--- src/drs_map.vh ---
// register offsets, reset values and timing constants of the run/sleep sequencer
`ifndef DRS_MAP_VH
`define DRS_MAP_VH

// clock and tick
`define DRS_CLK_HZ          25000000
`define DRS_TICK_MS         100
`define DRS_TICK_CYCLES     (`DRS_CLK_HZ / 1000 * `DRS_TICK_MS)

// register byte offsets
`define DRS_OFS_CTRL        8'h00
`define DRS_OFS_ACTION      8'h04
`define DRS_OFS_WAKE_DLY    8'h08
`define DRS_OFS_AUTO_RST    8'h0C
`define DRS_OFS_RST_WAIT    8'h10
`define DRS_OFS_START_DLY   8'h14
`define DRS_OFS_ZERO_SEL    8'h18
`define DRS_OFS_SB_CURR     8'h1C
`define DRS_OFS_SB_START    8'h20
`define DRS_OFS_SB_STOP     8'h24
`define DRS_OFS_START_MODE  8'h28
`define DRS_OFS_DC_TIME     8'h2C
`define DRS_OFS_DEMAG       8'h30
`define DRS_OFS_SET_FREQ    8'h34
`define DRS_OFS_LOW_LIMIT   8'h38
`define DRS_OFS_SLEEP_DLY   8'h3C
`define DRS_OFS_STATUS      8'h40

// field positions
`define DRS_CTRL_RUN        0
`define DRS_CTRL_OPEN_LOOP  1
`define DRS_ACT_UNITS_LSB   0
`define DRS_ACT_TENS_LSB    4

// field codes
`define DRS_ACT_RUN_LIMIT   4'h0
`define DRS_ACT_STOP        4'h1
`define DRS_ACT_SLEEP       4'h2
`define DRS_TENS_RAMP       4'h1
`define DRS_ZERO_NO_OUT     2'h0
`define DRS_ZERO_DC_OUT     2'h2
`define DRS_MODE_DIRECT     2'h0

// reset values (times in 0.1 s ticks, current in 0.1 %)
`define DRS_RST_CTRL        2'h0
`define DRS_RST_ACTION      8'h00
`define DRS_RST_WAKE_DLY    16'h0000
`define DRS_RST_AUTO_RST    1'h0
`define DRS_RST_RST_WAIT    16'h000A
`define DRS_RST_START_DLY   16'h0000
`define DRS_RST_ZERO_SEL    2'h0
`define DRS_RST_SB_CURR     11'h000
`define DRS_RST_SB_START    16'h0000
`define DRS_RST_SB_STOP     16'h0000
`define DRS_RST_START_MODE  2'h0
`define DRS_RST_DC_TIME     16'h0000
`define DRS_RST_DEMAG       16'h0000
`define DRS_RST_SET_FREQ    16'h0000
`define DRS_RST_LOW_LIMIT   16'h0000
`define DRS_RST_SLEEP_DLY   16'h0000

// short brake current ceiling, 150.0 %
`define DRS_SB_CURR_MAX     11'h5DC

`endif

--- src/drs_run_seq.v ---
// run/sleep/restart/braking sequencer with an Avalon-MM register slave
// Overview of operation
// - set frequency under a non-zero lower limit: units 0 runs at the limit, 1 stops, 2 sleeps.
// - for stop or sleep the tens digit picks coast (0) or ramp down (1).
// - after a below-limit stop the drive restarts alone once set frequency exceeds the limit.
// - with sleep chosen the drive sleeps once running frequency has stayed under the limit for the whole sleep delay.
// - it wakes only if set frequency stays above the limit for the whole wake delay.
// - the wake delay matters only when the units digit selects sleep.
// - with auto restart on, the drive starts alone after power-up once the wait and start conditions hold.
// - the restart wait is used only while auto restart is enabled.
// - after a run command output is held off for the start delay.
// - open loop at zero frequency outputs nothing, voltage, or the stop DC braking current per selection.
// - in direct start mode a non-zero start hold gives short-circuit braking before starting.
// - a non-zero stop hold gives short-circuit braking after a ramp-down stop, followed by DC braking.
// - the short-circuit braking current is limited to 0 to 150 percent.
// - before DC braking after stop output is blocked for the demagnetization wait.
`include "drs_map.vh"
`default_nettype none
module drs_run_seq #(
   parameter TICK_CYCLES = `DRS_TICK_CYCLES,
   parameter FW          = 16
) (
   input  wire          mclk,
   input  wire          rst_n,
   input  wire [7:0]    avs_address,
   input  wire          avs_read,
   input  wire          avs_write,
   input  wire [31:0]   avs_writedata,
   input  wire [3:0]    avs_byteenable,
   output reg  [31:0]   avs_readdata,
   output reg           avs_waitrequest,
   input  wire [FW-1:0] run_freq,
   input  wire          stop_reached_pin,
   input  wire          dc_bus_ok_pin,
   output reg           drv_enable,
   output reg           ramp_down,
   output reg           short_brake,
   output reg           dc_brake,
   output reg  [FW-1:0] freq_ref,
   output reg  [10:0]   sb_current,
   output reg           run_active
);
   localparam S_IDLE  = 11'h001;
   localparam S_RWAIT = 11'h002;
   localparam S_SDLY  = 11'h004;
   localparam S_SBST  = 11'h008;
   localparam S_RUN   = 11'h010;
   localparam S_STOP  = 11'h020;
   localparam S_SBSP  = 11'h040;
   localparam S_DEMAG = 11'h080;
   localparam S_DCBR  = 11'h100;
   localparam S_BLSP  = 11'h200;
   localparam S_SLEEP = 11'h400;

   localparam K_CMD = 2'h0;
   localparam K_BL  = 2'h1;
   localparam K_SLP = 2'h2;

   // configuration
   reg  [1:0]    ctrl_reg;
   reg  [7:0]    action_reg;
   reg  [15:0]   wake_dly_reg;
   reg           auto_rst_reg;
   reg  [15:0]   rst_wait_reg;
   reg  [15:0]   start_dly_reg;
   reg  [1:0]    zero_sel_reg;
   reg  [10:0]   sb_curr_reg;
   reg  [15:0]   sb_start_reg;
   reg  [15:0]   sb_stop_reg;
   reg  [1:0]    start_mode_reg;
   reg  [15:0]   dc_time_reg;
   reg  [15:0]   demag_reg;
   reg  [FW-1:0] set_freq_reg;
   reg  [FW-1:0] low_limit_reg;
   reg  [15:0]   sleep_dly_reg;

   // sequencer
   reg  [10:0]   state_reg;
   reg  [10:0]   state_next;
   reg  [10:0]   prev_state_reg;
   reg  [1:0]    kind_reg;
   reg  [1:0]    kind_next;
   reg           powerup_reg;
   reg           stop_s1_reg;
   reg           stop_s2_reg;
   reg           bus_s1_reg;
   reg           bus_s2_reg;
   reg  [15:0]   phase_preset;
   reg  [10:0]   dest_state;

   // bus
   reg  [31:0]   rd_mux;
   reg  [31:0]   bmask;
   wire [31:0]   wmerge;
   wire          wr_commit;
   wire [7:0]    waddr;

   wire          tick;
   wire          phase_raw;
   wire          phase_done;
   wire          wake_done;
   wire          sleep_done;

   wire          run_cmd   = ctrl_reg[`DRS_CTRL_RUN];
   wire          open_loop = ctrl_reg[`DRS_CTRL_OPEN_LOOP];
   wire [3:0]    act_units = action_reg[`DRS_ACT_UNITS_LSB +: 4];
   wire [3:0]    act_tens  = action_reg[`DRS_ACT_TENS_LSB +: 4];
   wire          coast     = (act_tens != `DRS_TENS_RAMP);
   wire          coast_now = coast && (kind_reg != K_CMD);
   // outputs belong to the next state, so they follow the stop kind being entered
   wire          coast_nx  = coast && (kind_next != K_CMD);
   wire          lim_valid = (low_limit_reg != {FW{1'b0}});
   wire          below_set = lim_valid && (set_freq_reg < low_limit_reg);
   wire          above_set = lim_valid && (set_freq_reg > low_limit_reg);
   wire          below_run = lim_valid && (run_freq < low_limit_reg);
   wire          sleep_sel = (act_units == `DRS_ACT_SLEEP);
   wire          auto_fire = state_reg[1] && phase_done && bus_s2_reg && auto_rst_reg;

   drs_tick #(
      .CYCLES (TICK_CYCLES)
   ) u_tick (
      .mclk   (mclk),
      .rst_n  (rst_n),
      .tick   (tick)
   );

   // phase timer restarts on every state change
   drs_timer #(
      .W      (16)
   ) u_phase (
      .mclk   (mclk),
      .rst_n  (rst_n),
      .tick   (tick),
      .en     (state_reg == prev_state_reg),
      .preset (phase_preset),
      .done   (phase_raw)
   );

   // a done left over from the previous state must not end the new one
   assign phase_done = (phase_raw && (state_reg == prev_state_reg)) ||
                       (phase_preset == 16'h0000);

   drs_timer #(
      .W      (16)
   ) u_wake (
      .mclk   (mclk),
      .rst_n  (rst_n),
      .tick   (tick),
      .en     (state_reg[10] && above_set),
      .preset (wake_dly_reg),
      .done   (wake_done)
   );

   drs_timer #(
      .W      (16)
   ) u_sleep (
      .mclk   (mclk),
      .rst_n  (rst_n),
      .tick   (tick),
      .en     (state_reg[4] && sleep_sel && below_run),
      .preset (sleep_dly_reg),
      .done   (sleep_done)
   );

   // ---------------- Avalon-MM slave ----------------
   // one wait cycle per access; write lands on the edge that sees waitrequest low
   assign wr_commit = avs_write && !avs_waitrequest;
   assign waddr     = {avs_address[7:2], 2'b00};
   assign wmerge    = (rd_mux & ~bmask) | (avs_writedata & bmask);

   always @* begin
      bmask = {{8{avs_byteenable[3]}}, {8{avs_byteenable[2]}},
               {8{avs_byteenable[1]}}, {8{avs_byteenable[0]}}};
      case (waddr)
         `DRS_OFS_CTRL:       rd_mux = {30'h0000_0000, ctrl_reg};
         `DRS_OFS_ACTION:     rd_mux = {24'h00_0000, action_reg};
         `DRS_OFS_WAKE_DLY:   rd_mux = {16'h0000, wake_dly_reg};
         `DRS_OFS_AUTO_RST:   rd_mux = {31'h0000_0000, auto_rst_reg};
         `DRS_OFS_RST_WAIT:   rd_mux = {16'h0000, rst_wait_reg};
         `DRS_OFS_START_DLY:  rd_mux = {16'h0000, start_dly_reg};
         `DRS_OFS_ZERO_SEL:   rd_mux = {30'h0000_0000, zero_sel_reg};
         `DRS_OFS_SB_CURR:    rd_mux = {21'h00_0000, sb_curr_reg};
         `DRS_OFS_SB_START:   rd_mux = {16'h0000, sb_start_reg};
         `DRS_OFS_SB_STOP:    rd_mux = {16'h0000, sb_stop_reg};
         `DRS_OFS_START_MODE: rd_mux = {30'h0000_0000, start_mode_reg};
         `DRS_OFS_DC_TIME:    rd_mux = {16'h0000, dc_time_reg};
         `DRS_OFS_DEMAG:      rd_mux = {16'h0000, demag_reg};
         `DRS_OFS_SET_FREQ:   rd_mux = {{(32-FW){1'b0}}, set_freq_reg};
         `DRS_OFS_LOW_LIMIT:  rd_mux = {{(32-FW){1'b0}}, low_limit_reg};
         `DRS_OFS_SLEEP_DLY:  rd_mux = {16'h0000, sleep_dly_reg};
         `DRS_OFS_STATUS:     rd_mux = {13'h0000, kind_reg, powerup_reg, state_reg,
                                        run_active, dc_brake, short_brake, ramp_down, drv_enable};
         default:             rd_mux = 32'h0000_0000;
      endcase
   end

   always @(posedge mclk) begin
      if (!rst_n) begin
         avs_waitrequest <= 1'b1;
         avs_readdata    <= 32'h0000_0000;
      end else if ((avs_read || avs_write) && avs_waitrequest) begin
         avs_waitrequest <= 1'b0;
         avs_readdata    <= avs_read ? rd_mux : 32'h0000_0000;
      end else begin
         avs_waitrequest <= 1'b1;
      end
   end

   always @(posedge mclk) begin
      if (!rst_n) begin
         ctrl_reg       <= `DRS_RST_CTRL;
         action_reg     <= `DRS_RST_ACTION;
         wake_dly_reg   <= `DRS_RST_WAKE_DLY;
         auto_rst_reg   <= `DRS_RST_AUTO_RST;
         rst_wait_reg   <= `DRS_RST_RST_WAIT;
         start_dly_reg  <= `DRS_RST_START_DLY;
         zero_sel_reg   <= `DRS_RST_ZERO_SEL;
         sb_curr_reg    <= `DRS_RST_SB_CURR;
         sb_start_reg   <= `DRS_RST_SB_START;
         sb_stop_reg    <= `DRS_RST_SB_STOP;
         start_mode_reg <= `DRS_RST_START_MODE;
         dc_time_reg    <= `DRS_RST_DC_TIME;
         demag_reg      <= `DRS_RST_DEMAG;
         set_freq_reg   <= `DRS_RST_SET_FREQ;
         low_limit_reg  <= `DRS_RST_LOW_LIMIT;
         sleep_dly_reg  <= `DRS_RST_SLEEP_DLY;
      end else begin
         if (wr_commit) begin
            case (waddr)
               `DRS_OFS_CTRL:       ctrl_reg       <= wmerge[1:0];
               `DRS_OFS_ACTION:     action_reg     <= wmerge[7:0];
               `DRS_OFS_WAKE_DLY:   wake_dly_reg   <= wmerge[15:0];
               `DRS_OFS_AUTO_RST:   auto_rst_reg   <= wmerge[0];
               `DRS_OFS_RST_WAIT:   rst_wait_reg   <= wmerge[15:0];
               `DRS_OFS_START_DLY:  start_dly_reg  <= wmerge[15:0];
               `DRS_OFS_ZERO_SEL:   zero_sel_reg   <= wmerge[1:0];
               `DRS_OFS_SB_CURR:    sb_curr_reg    <= (wmerge[15:0] > {5'h00, `DRS_SB_CURR_MAX}) ?
                                                      `DRS_SB_CURR_MAX : wmerge[10:0];
               `DRS_OFS_SB_START:   sb_start_reg   <= wmerge[15:0];
               `DRS_OFS_SB_STOP:    sb_stop_reg    <= wmerge[15:0];
               `DRS_OFS_START_MODE: start_mode_reg <= wmerge[1:0];
               `DRS_OFS_DC_TIME:    dc_time_reg    <= wmerge[15:0];
               `DRS_OFS_DEMAG:      demag_reg      <= wmerge[15:0];
               `DRS_OFS_SET_FREQ:   set_freq_reg   <= wmerge[FW-1:0];
               `DRS_OFS_LOW_LIMIT:  low_limit_reg  <= wmerge[FW-1:0];
               `DRS_OFS_SLEEP_DLY:  sleep_dly_reg  <= wmerge[15:0];
               default:             ;
            endcase
         end
         // auto restart latches the run command; placed last so it beats a clearing write
         if (auto_fire)
            ctrl_reg[`DRS_CTRL_RUN] <= 1'b1;
      end
   end

   // ---------------- pin synchronisers ----------------
   always @(posedge mclk) begin
      if (!rst_n) begin
         stop_s1_reg <= 1'b0;
         stop_s2_reg <= 1'b0;
         bus_s1_reg  <= 1'b0;
         bus_s2_reg  <= 1'b0;
      end else begin
         stop_s1_reg <= stop_reached_pin;
         stop_s2_reg <= stop_s1_reg;
         bus_s1_reg  <= dc_bus_ok_pin;
         bus_s2_reg  <= bus_s1_reg;
      end
   end

   // ---------------- sequencer ----------------
   always @* begin
      case (state_reg)
         S_RWAIT: phase_preset = rst_wait_reg;
         S_SDLY:  phase_preset = start_dly_reg;
         S_SBST:  phase_preset = sb_start_reg;
         S_SBSP:  phase_preset = sb_stop_reg;
         S_DEMAG: phase_preset = demag_reg;
         S_DCBR:  phase_preset = dc_time_reg;
         default: phase_preset = 16'h0000;
      endcase
      case (kind_reg)
         K_BL:    dest_state = S_BLSP;
         K_SLP:   dest_state = S_SLEEP;
         default: dest_state = S_IDLE;
      endcase
   end

   always @* begin
      state_next = state_reg;
      kind_next  = kind_reg;
      case (state_reg)
         S_IDLE: begin
            if (powerup_reg && auto_rst_reg)
               state_next = S_RWAIT;
            else if (run_cmd)
               state_next = S_SDLY;
         end
         S_RWAIT: begin
            if (!auto_rst_reg)
               state_next = S_IDLE;
            else if (phase_done && bus_s2_reg)
               state_next = S_SDLY;
         end
         S_SDLY: begin
            if (!run_cmd)
               state_next = S_IDLE;
            else if (phase_done)
               state_next = (start_mode_reg == `DRS_MODE_DIRECT) ? S_SBST : S_RUN;
         end
         S_SBST: begin
            if (!run_cmd)
               state_next = S_IDLE;
            else if (phase_done)
               state_next = S_RUN;
         end
         S_RUN: begin
            if (!run_cmd) begin
               kind_next  = K_CMD;
               state_next = S_STOP;
            end else if (below_set && act_units == `DRS_ACT_STOP) begin
               kind_next  = K_BL;
               state_next = S_STOP;
            end else if (sleep_done) begin
               kind_next  = K_SLP;
               state_next = S_STOP;
            end
         end
         S_STOP: begin
            if (coast_now)
               state_next = dest_state;
            else if (stop_s2_reg)
               state_next = S_SBSP;
         end
         S_SBSP: begin
            if (phase_done)
               state_next = S_DEMAG;
         end
         S_DEMAG: begin
            if (phase_done)
               state_next = S_DCBR;
         end
         S_DCBR: begin
            if (phase_done)
               state_next = dest_state;
         end
         S_BLSP: begin
            if (!run_cmd)
               state_next = S_IDLE;
            else if (above_set)
               state_next = S_SDLY;
         end
         S_SLEEP: begin
            if (!run_cmd)
               state_next = S_IDLE;
            else if (wake_done)
               state_next = S_SDLY;
         end
         default: state_next = S_IDLE;
      endcase
   end

   // output values for the next state, all registered
   reg  [FW-1:0] fref_next;
   reg           en_next;
   reg           dc_next;
   reg           zero_out;

   always @* begin
      fref_next = {FW{1'b0}};
      if (state_next == S_RUN)
         fref_next = (below_set && act_units == `DRS_ACT_RUN_LIMIT) ? low_limit_reg : set_freq_reg;
      zero_out = (state_next == S_RUN) && open_loop && (fref_next == {FW{1'b0}});
      en_next  = (state_next == S_SBST) || (state_next == S_RUN) || (state_next == S_SBSP) ||
                 (state_next == S_DCBR) || ((state_next == S_STOP) && !coast_nx);
      dc_next  = (state_next == S_DCBR);
      if (zero_out) begin
         en_next = (zero_sel_reg != `DRS_ZERO_NO_OUT);
         dc_next = (zero_sel_reg == `DRS_ZERO_DC_OUT);
      end
   end

   always @(posedge mclk) begin
      if (!rst_n) begin
         state_reg      <= S_IDLE;
         prev_state_reg <= S_IDLE;
         kind_reg       <= K_CMD;
         powerup_reg    <= 1'b1;
         drv_enable     <= 1'b0;
         ramp_down      <= 1'b0;
         short_brake    <= 1'b0;
         dc_brake       <= 1'b0;
         freq_ref       <= {FW{1'b0}};
         sb_current     <= 11'h000;
         run_active     <= 1'b0;
      end else begin
         state_reg      <= state_next;
         prev_state_reg <= state_reg;
         kind_reg       <= kind_next;
         if (state_reg != S_IDLE)
            powerup_reg <= 1'b0;
         drv_enable     <= en_next;
         ramp_down      <= (state_next == S_STOP) && !coast_nx;
         short_brake    <= (state_next == S_SBST) || (state_next == S_SBSP);
         dc_brake       <= dc_next;
         freq_ref       <= fref_next;
         sb_current     <= sb_curr_reg;
         run_active     <= (state_next == S_RUN);
      end
   end
endmodule // drs_run_seq
`default_nettype wire

--- src/drs_tick.v ---
// divider producing the one-cycle 0.1 s tick enable
`default_nettype none
module drs_tick #(
   parameter CYCLES = 2500000
) (
   input  wire        mclk,
   input  wire        rst_n,
   output reg         tick
);
   reg  [31:0] cnt_reg;

   always @(posedge mclk) begin
      if (!rst_n) begin
         cnt_reg <= 32'h0000_0000;
         tick    <= 1'b0;
      end else if (cnt_reg >= CYCLES - 1) begin
         cnt_reg <= 32'h0000_0000;
         tick    <= 1'b1;
      end else begin
         cnt_reg <= cnt_reg + 32'h0000_0001;
         tick    <= 1'b0;
      end
   end
endmodule // drs_tick
`default_nettype wire

--- src/drs_timer.v ---
// tick-counting phase timer, restarts whenever its enable drops
`default_nettype none
module drs_timer #(
   parameter W = 16
) (
   input  wire         mclk,
   input  wire         rst_n,
   input  wire         tick,
   input  wire         en,
   input  wire [W-1:0] preset,
   output reg          done
);
   reg  [W-1:0] cnt_reg;

   always @(posedge mclk) begin
      if (!rst_n || !en) begin
         cnt_reg <= {W{1'b0}};
         done    <= 1'b0;
      end else if (cnt_reg >= preset) begin
         done    <= 1'b1;
      end else if (tick) begin
         cnt_reg <= cnt_reg + {{(W-1){1'b0}}, 1'b1};
      end
   end
endmodule // drs_timer
`default_nettype wire

--- config.mk ---
export PLATFORM = sky130hd
export DESIGN_NAME = drs_run_seq
export DESIGN_NICKNAME = d
export VERILOG_FILES = /design/src/drs_run_seq.v /design/src/drs_tick.v /design/src/drs_timer.v
export VERILOG_INCLUDE_DIRS = /design/src
export SDC_FILE = /design/constraint.sdc
export NUM_CORES = 1
export LEC_CHECK = 0
export BUFFER_PORTS_ARGS = -buffer_cell sky130_fd_sc_hd__buf_2
export CORE_ASPECT_RATIO = 1.2
export CORE_MARGIN = 5
export CORE_UTILIZATION = 40
export DETAILED_ROUTE_END_ITERATION = 12
export HOLD_SLACK_MARGIN = 0.06
export PLACE_DENSITY = 0.67
export SYNTH_ARGS = -nofsm -noshare
export SYNTH_HDL_FRONTEND = slang
export SYNTH_SLANG_ARGS = --single-unit
--- constraint.sdc ---
create_clock -name mclk -period 7.1 [get_ports mclk]
set_input_delay 0 -clock mclk [delete_from_list [all_inputs] [get_ports mclk]]
set_output_delay 0 -clock mclk [all_outputs]
set_load 0.005 [all_outputs]
==> results.md <==
* Flop pwr share at 0.463
* FP Rows at 84
* Die height at 241 um
* Average wire per standard cell at 23.6 um
* Initial antenna violation count at 0
* Post-synth cell types at 81
* P_leak at 0.00806 uW
* Final worst path period share at 0.707
* Detail Route Antenna Nets at 0
* H-tree levels at 2
* Post-CTS Setup Bufs at 0
* Setup crit end kind: flip-flop
* Sequential fraction of the synthesis area at 0.395
* Worst path most repeated cell: a21o_1
* Worst Path Max Fanout at 12
* Largest net degree at the start of global routing at 82
* GP Congestion at 0.969
* Hold Path Class: in2reg
* Max Cap Viol at 0
* Status: finished clean
* Chip width at 203 um
* Crit path cell chain: nor4_2, nand3_1, o22ai_1, a221oi_1, inv_1, ha_1, nand2b_1, a21o_1, a21o_1, a21oi_1, o21ai_1, a211oi_1, buf_4, nand4_1, nor4_1, xnor2_1, nor2_1
* Seq cells post-synth at 351
* Commonest non-fill, non-tap cell in the layout: nor2_1
* Critical Path RT at 7.53 ns
* Mapped Cells at 2156
* VDD IR max at 0.167 mV
* RSZ-0062 raised after global routing: no
* Clock-pin slew on the worst setup and hold paths at 0.06 ns
* Critical path buffers and inverters at 2
* Internal power at 3290 uW
* Final TNS setup at 0 ns
* Setup Crit Path Kind: reg2reg
* Final setup vio count at 0
* Post-synth EDFFs at 0
* Worst Skew at 0.0237 ns
* Max_slew headroom at 0.0947
* First-pass GRT wire length at 98.1 mm
* Largest register FFs at 32
* Max stage delay on crit path at 0.70 ns
* DRC viols at 0
* Final nets at 2365
* Final Max Slew Viols at 0
* Crit path arrival time at 5.45 ns
* Synthesized-area fraction occupied by adder cells at 0.0605
* Commonest non-fill, non-tap cells in the layout: 359 x nor2_1, 351 x dfxtp_1, 181 x a21oi_1
* Diode count at 0
* Slew @ Worst Pin at 1.36 ns
* 1st-iter DRT viols at 1579
* Layout cell share with drive strength beyond 1 at 0.0982
* CTS buffer count at 40
* Sw Pwr at 1000 uW
* Switch share at 0.234
* Synth Area in Simple Gates at 0.233
* Die Footprint at 48800 um^2
* Worst-Skew Late Latency at 0.58 ns
* Synth Flop Type: dfxtp_1
* Netlist Area Pre-Place at 17800 um^2
* Root Buffer: clkbuf_16
* Starting Density at 0.405
* Routed WL at 66.1 mm
* Highest clock rate at 0.199 GHz
* P&R area growth vs syn at 13.3%
* Final Core Density at 0.459
* Number of port buffers at 97
* Post-synthesis mux area share at 0.0456
* Number of global-route vias before repair at 15900
* Complex-gate fraction of the synthesized area at 0.184
* Largest family of logic cells by synthesized area: simple AND/OR/NAND/NOR gates
* Core Box Area at 43900 um^2
* Tmin final at 5.02 ns
* Syn_area_per_cell at 8.25 um^2
* Comb pwr share at 0.039
* Largest delay share family, worst path: simple AND/OR/NAND/NOR gates
* Asr flop ratio synth at 0
* Placed cells at 2719
* Crit-path slowest cell: nor4_2
* Total of warnings raised by yosys at 0
* Post-synthesis xor/xnor area fraction at 0.0286
* Clock sink total at 351
* Gr ovfl total at 0
* Startpoint types: flip-flop
* Pwr/cell area at 213 nW/um^2
* CTS tree: yes
* Final cell count without fillers at 2799
* Clock share of power at 0.498
* DR pass1 iterations at 9
* Detailed-placement wirelength estimate at 48.2 mm
* Longest Clk Path Bufs at 3
* GRT Total Usage at 0.262
* Io pins at 131
* Hold Fails Final Rpt at 0
* Vias per cell at 5.96
* Routed vias at 16700
-- cell families (layout without fill, tap and decap cells) --
| family | Yosys count | count (layout) |
|---|---|---|
| AND/OR/NAND/NOR | 849 | 849 |
| adder cells (fa/ha/maj) | 86 | 86 |
| other | 1 | 23 |
| multiplexers | 78 | 78 |
| XOR/XNOR | 58 | 58 |
| buffers and inverters | 233 | 295 |
| flip-flops | 351 | 351 |
| AO/OA/AOI/OAI | 500 | 500 |
-- through the flow --
stage	hold slack [ns]	area (um^2)	worst slack, ns	power (uW)
floorplan	0.117	17900	2.74	2120
global placement	0.204	18700	2.16	2180
detailed placement	0.211	18700	2.20	2190
CTS	0.0762	20200	2.16	4320
global route	0.110	20200	1.72	4400
finish	0.0952	20200	2.08	4290
-- synth_stat cells, types with 16 or more instances --
cell type,number,area share
clkbuf_1,110,0.023
nor2_1,359,0.076
nand2_1,135,0.028
dfxtp_1,351,0.40
xnor2_1,26,0.013
a21oi_1,182,0.051
xor2_1,32,0.016
a22oi_1,56,0.024
ha_1,86,0.060
and3_1,33,0.012
o21ai_0,78,0.022
a222oi_1,24,0.014
and2_1,78,0.027
or3_1,16,0.0056
buf_2,21,0.0059
nor2b_1,28,0.0098
inv_1,79,0.017
a21o_1,29,0.012
mux2i_1,71,0.040
nand4_1,43,0.015
a221oi_1,21,0.010
nand3_1,63,0.018
-- tightest hold or removal path: cells and delay by family --
family,cells,cell delay [ns]
AND/OR/NAND/NOR,1,0.17
buffers and inverters,1,0.09
AO/OA/AOI/OAI,2,0.35
-- worst paths after layout --
| path | slack (ns) | to | cells past startpoint | start |
|---|---|---|---|---|
| max reg2reg | 2.08 | u_phase.cnt_reg[15] | 17 | state_reg[4] |
| max | 2.08 | u_phase.cnt_reg[15] | 17 | state_reg[4] |
| min | 0.1 | avs_readdata[17] | 4 | avs_write |
| min reg2reg | 0.44 | bus_s2_reg | 1 | bus_s1_reg |
-- power by group through the flow --
stage | combinational (uW) | sequential (uW) | clock, uW
after floorplan | 94.3 | 2020 | 0
after global placement | 156 | 2030 | 0
after detailed placement | 158 | 2030 | 0
after CTS | 163 | 1980 | 2170
after global routing | 175 | 1980 | 2240
final | 168 | 1980 | 2140
-- what timing repair did --
action | 4_1_cts | 5_1_grt
hold buffers | 11 | 0
endpoints found under the hold margin | 43 | 0
resized for setup | 0 | 0
-- layer usage --
layer | share of wire | global-route usage | wire (um) | vias to the layer above
met5 | 0 | 0 | 0 | -
met4 | 0.070 | 0.154 | 4640 | 0
met3 | 0.078 | 0.0460 | 5150 | 231
met2 | 0.46 | 0.442 | 30700 | 818
met1 | 0.39 | 0.315 | 25600 | 7911
li1 | - | - | - | 7720
-- layout make-up --
class | count | area [um^2]
clock buffer | 52 | 1090
clock inverter | 17 | 245
fill | 4308 | 23800
inverter | 84 | 318
multi-input combinational | 1594 | 9930
sequential | 351 | 7030
tap | 559 | 699
timing repair buffer | 142 | 851
(Power assumes the default switching activity.)
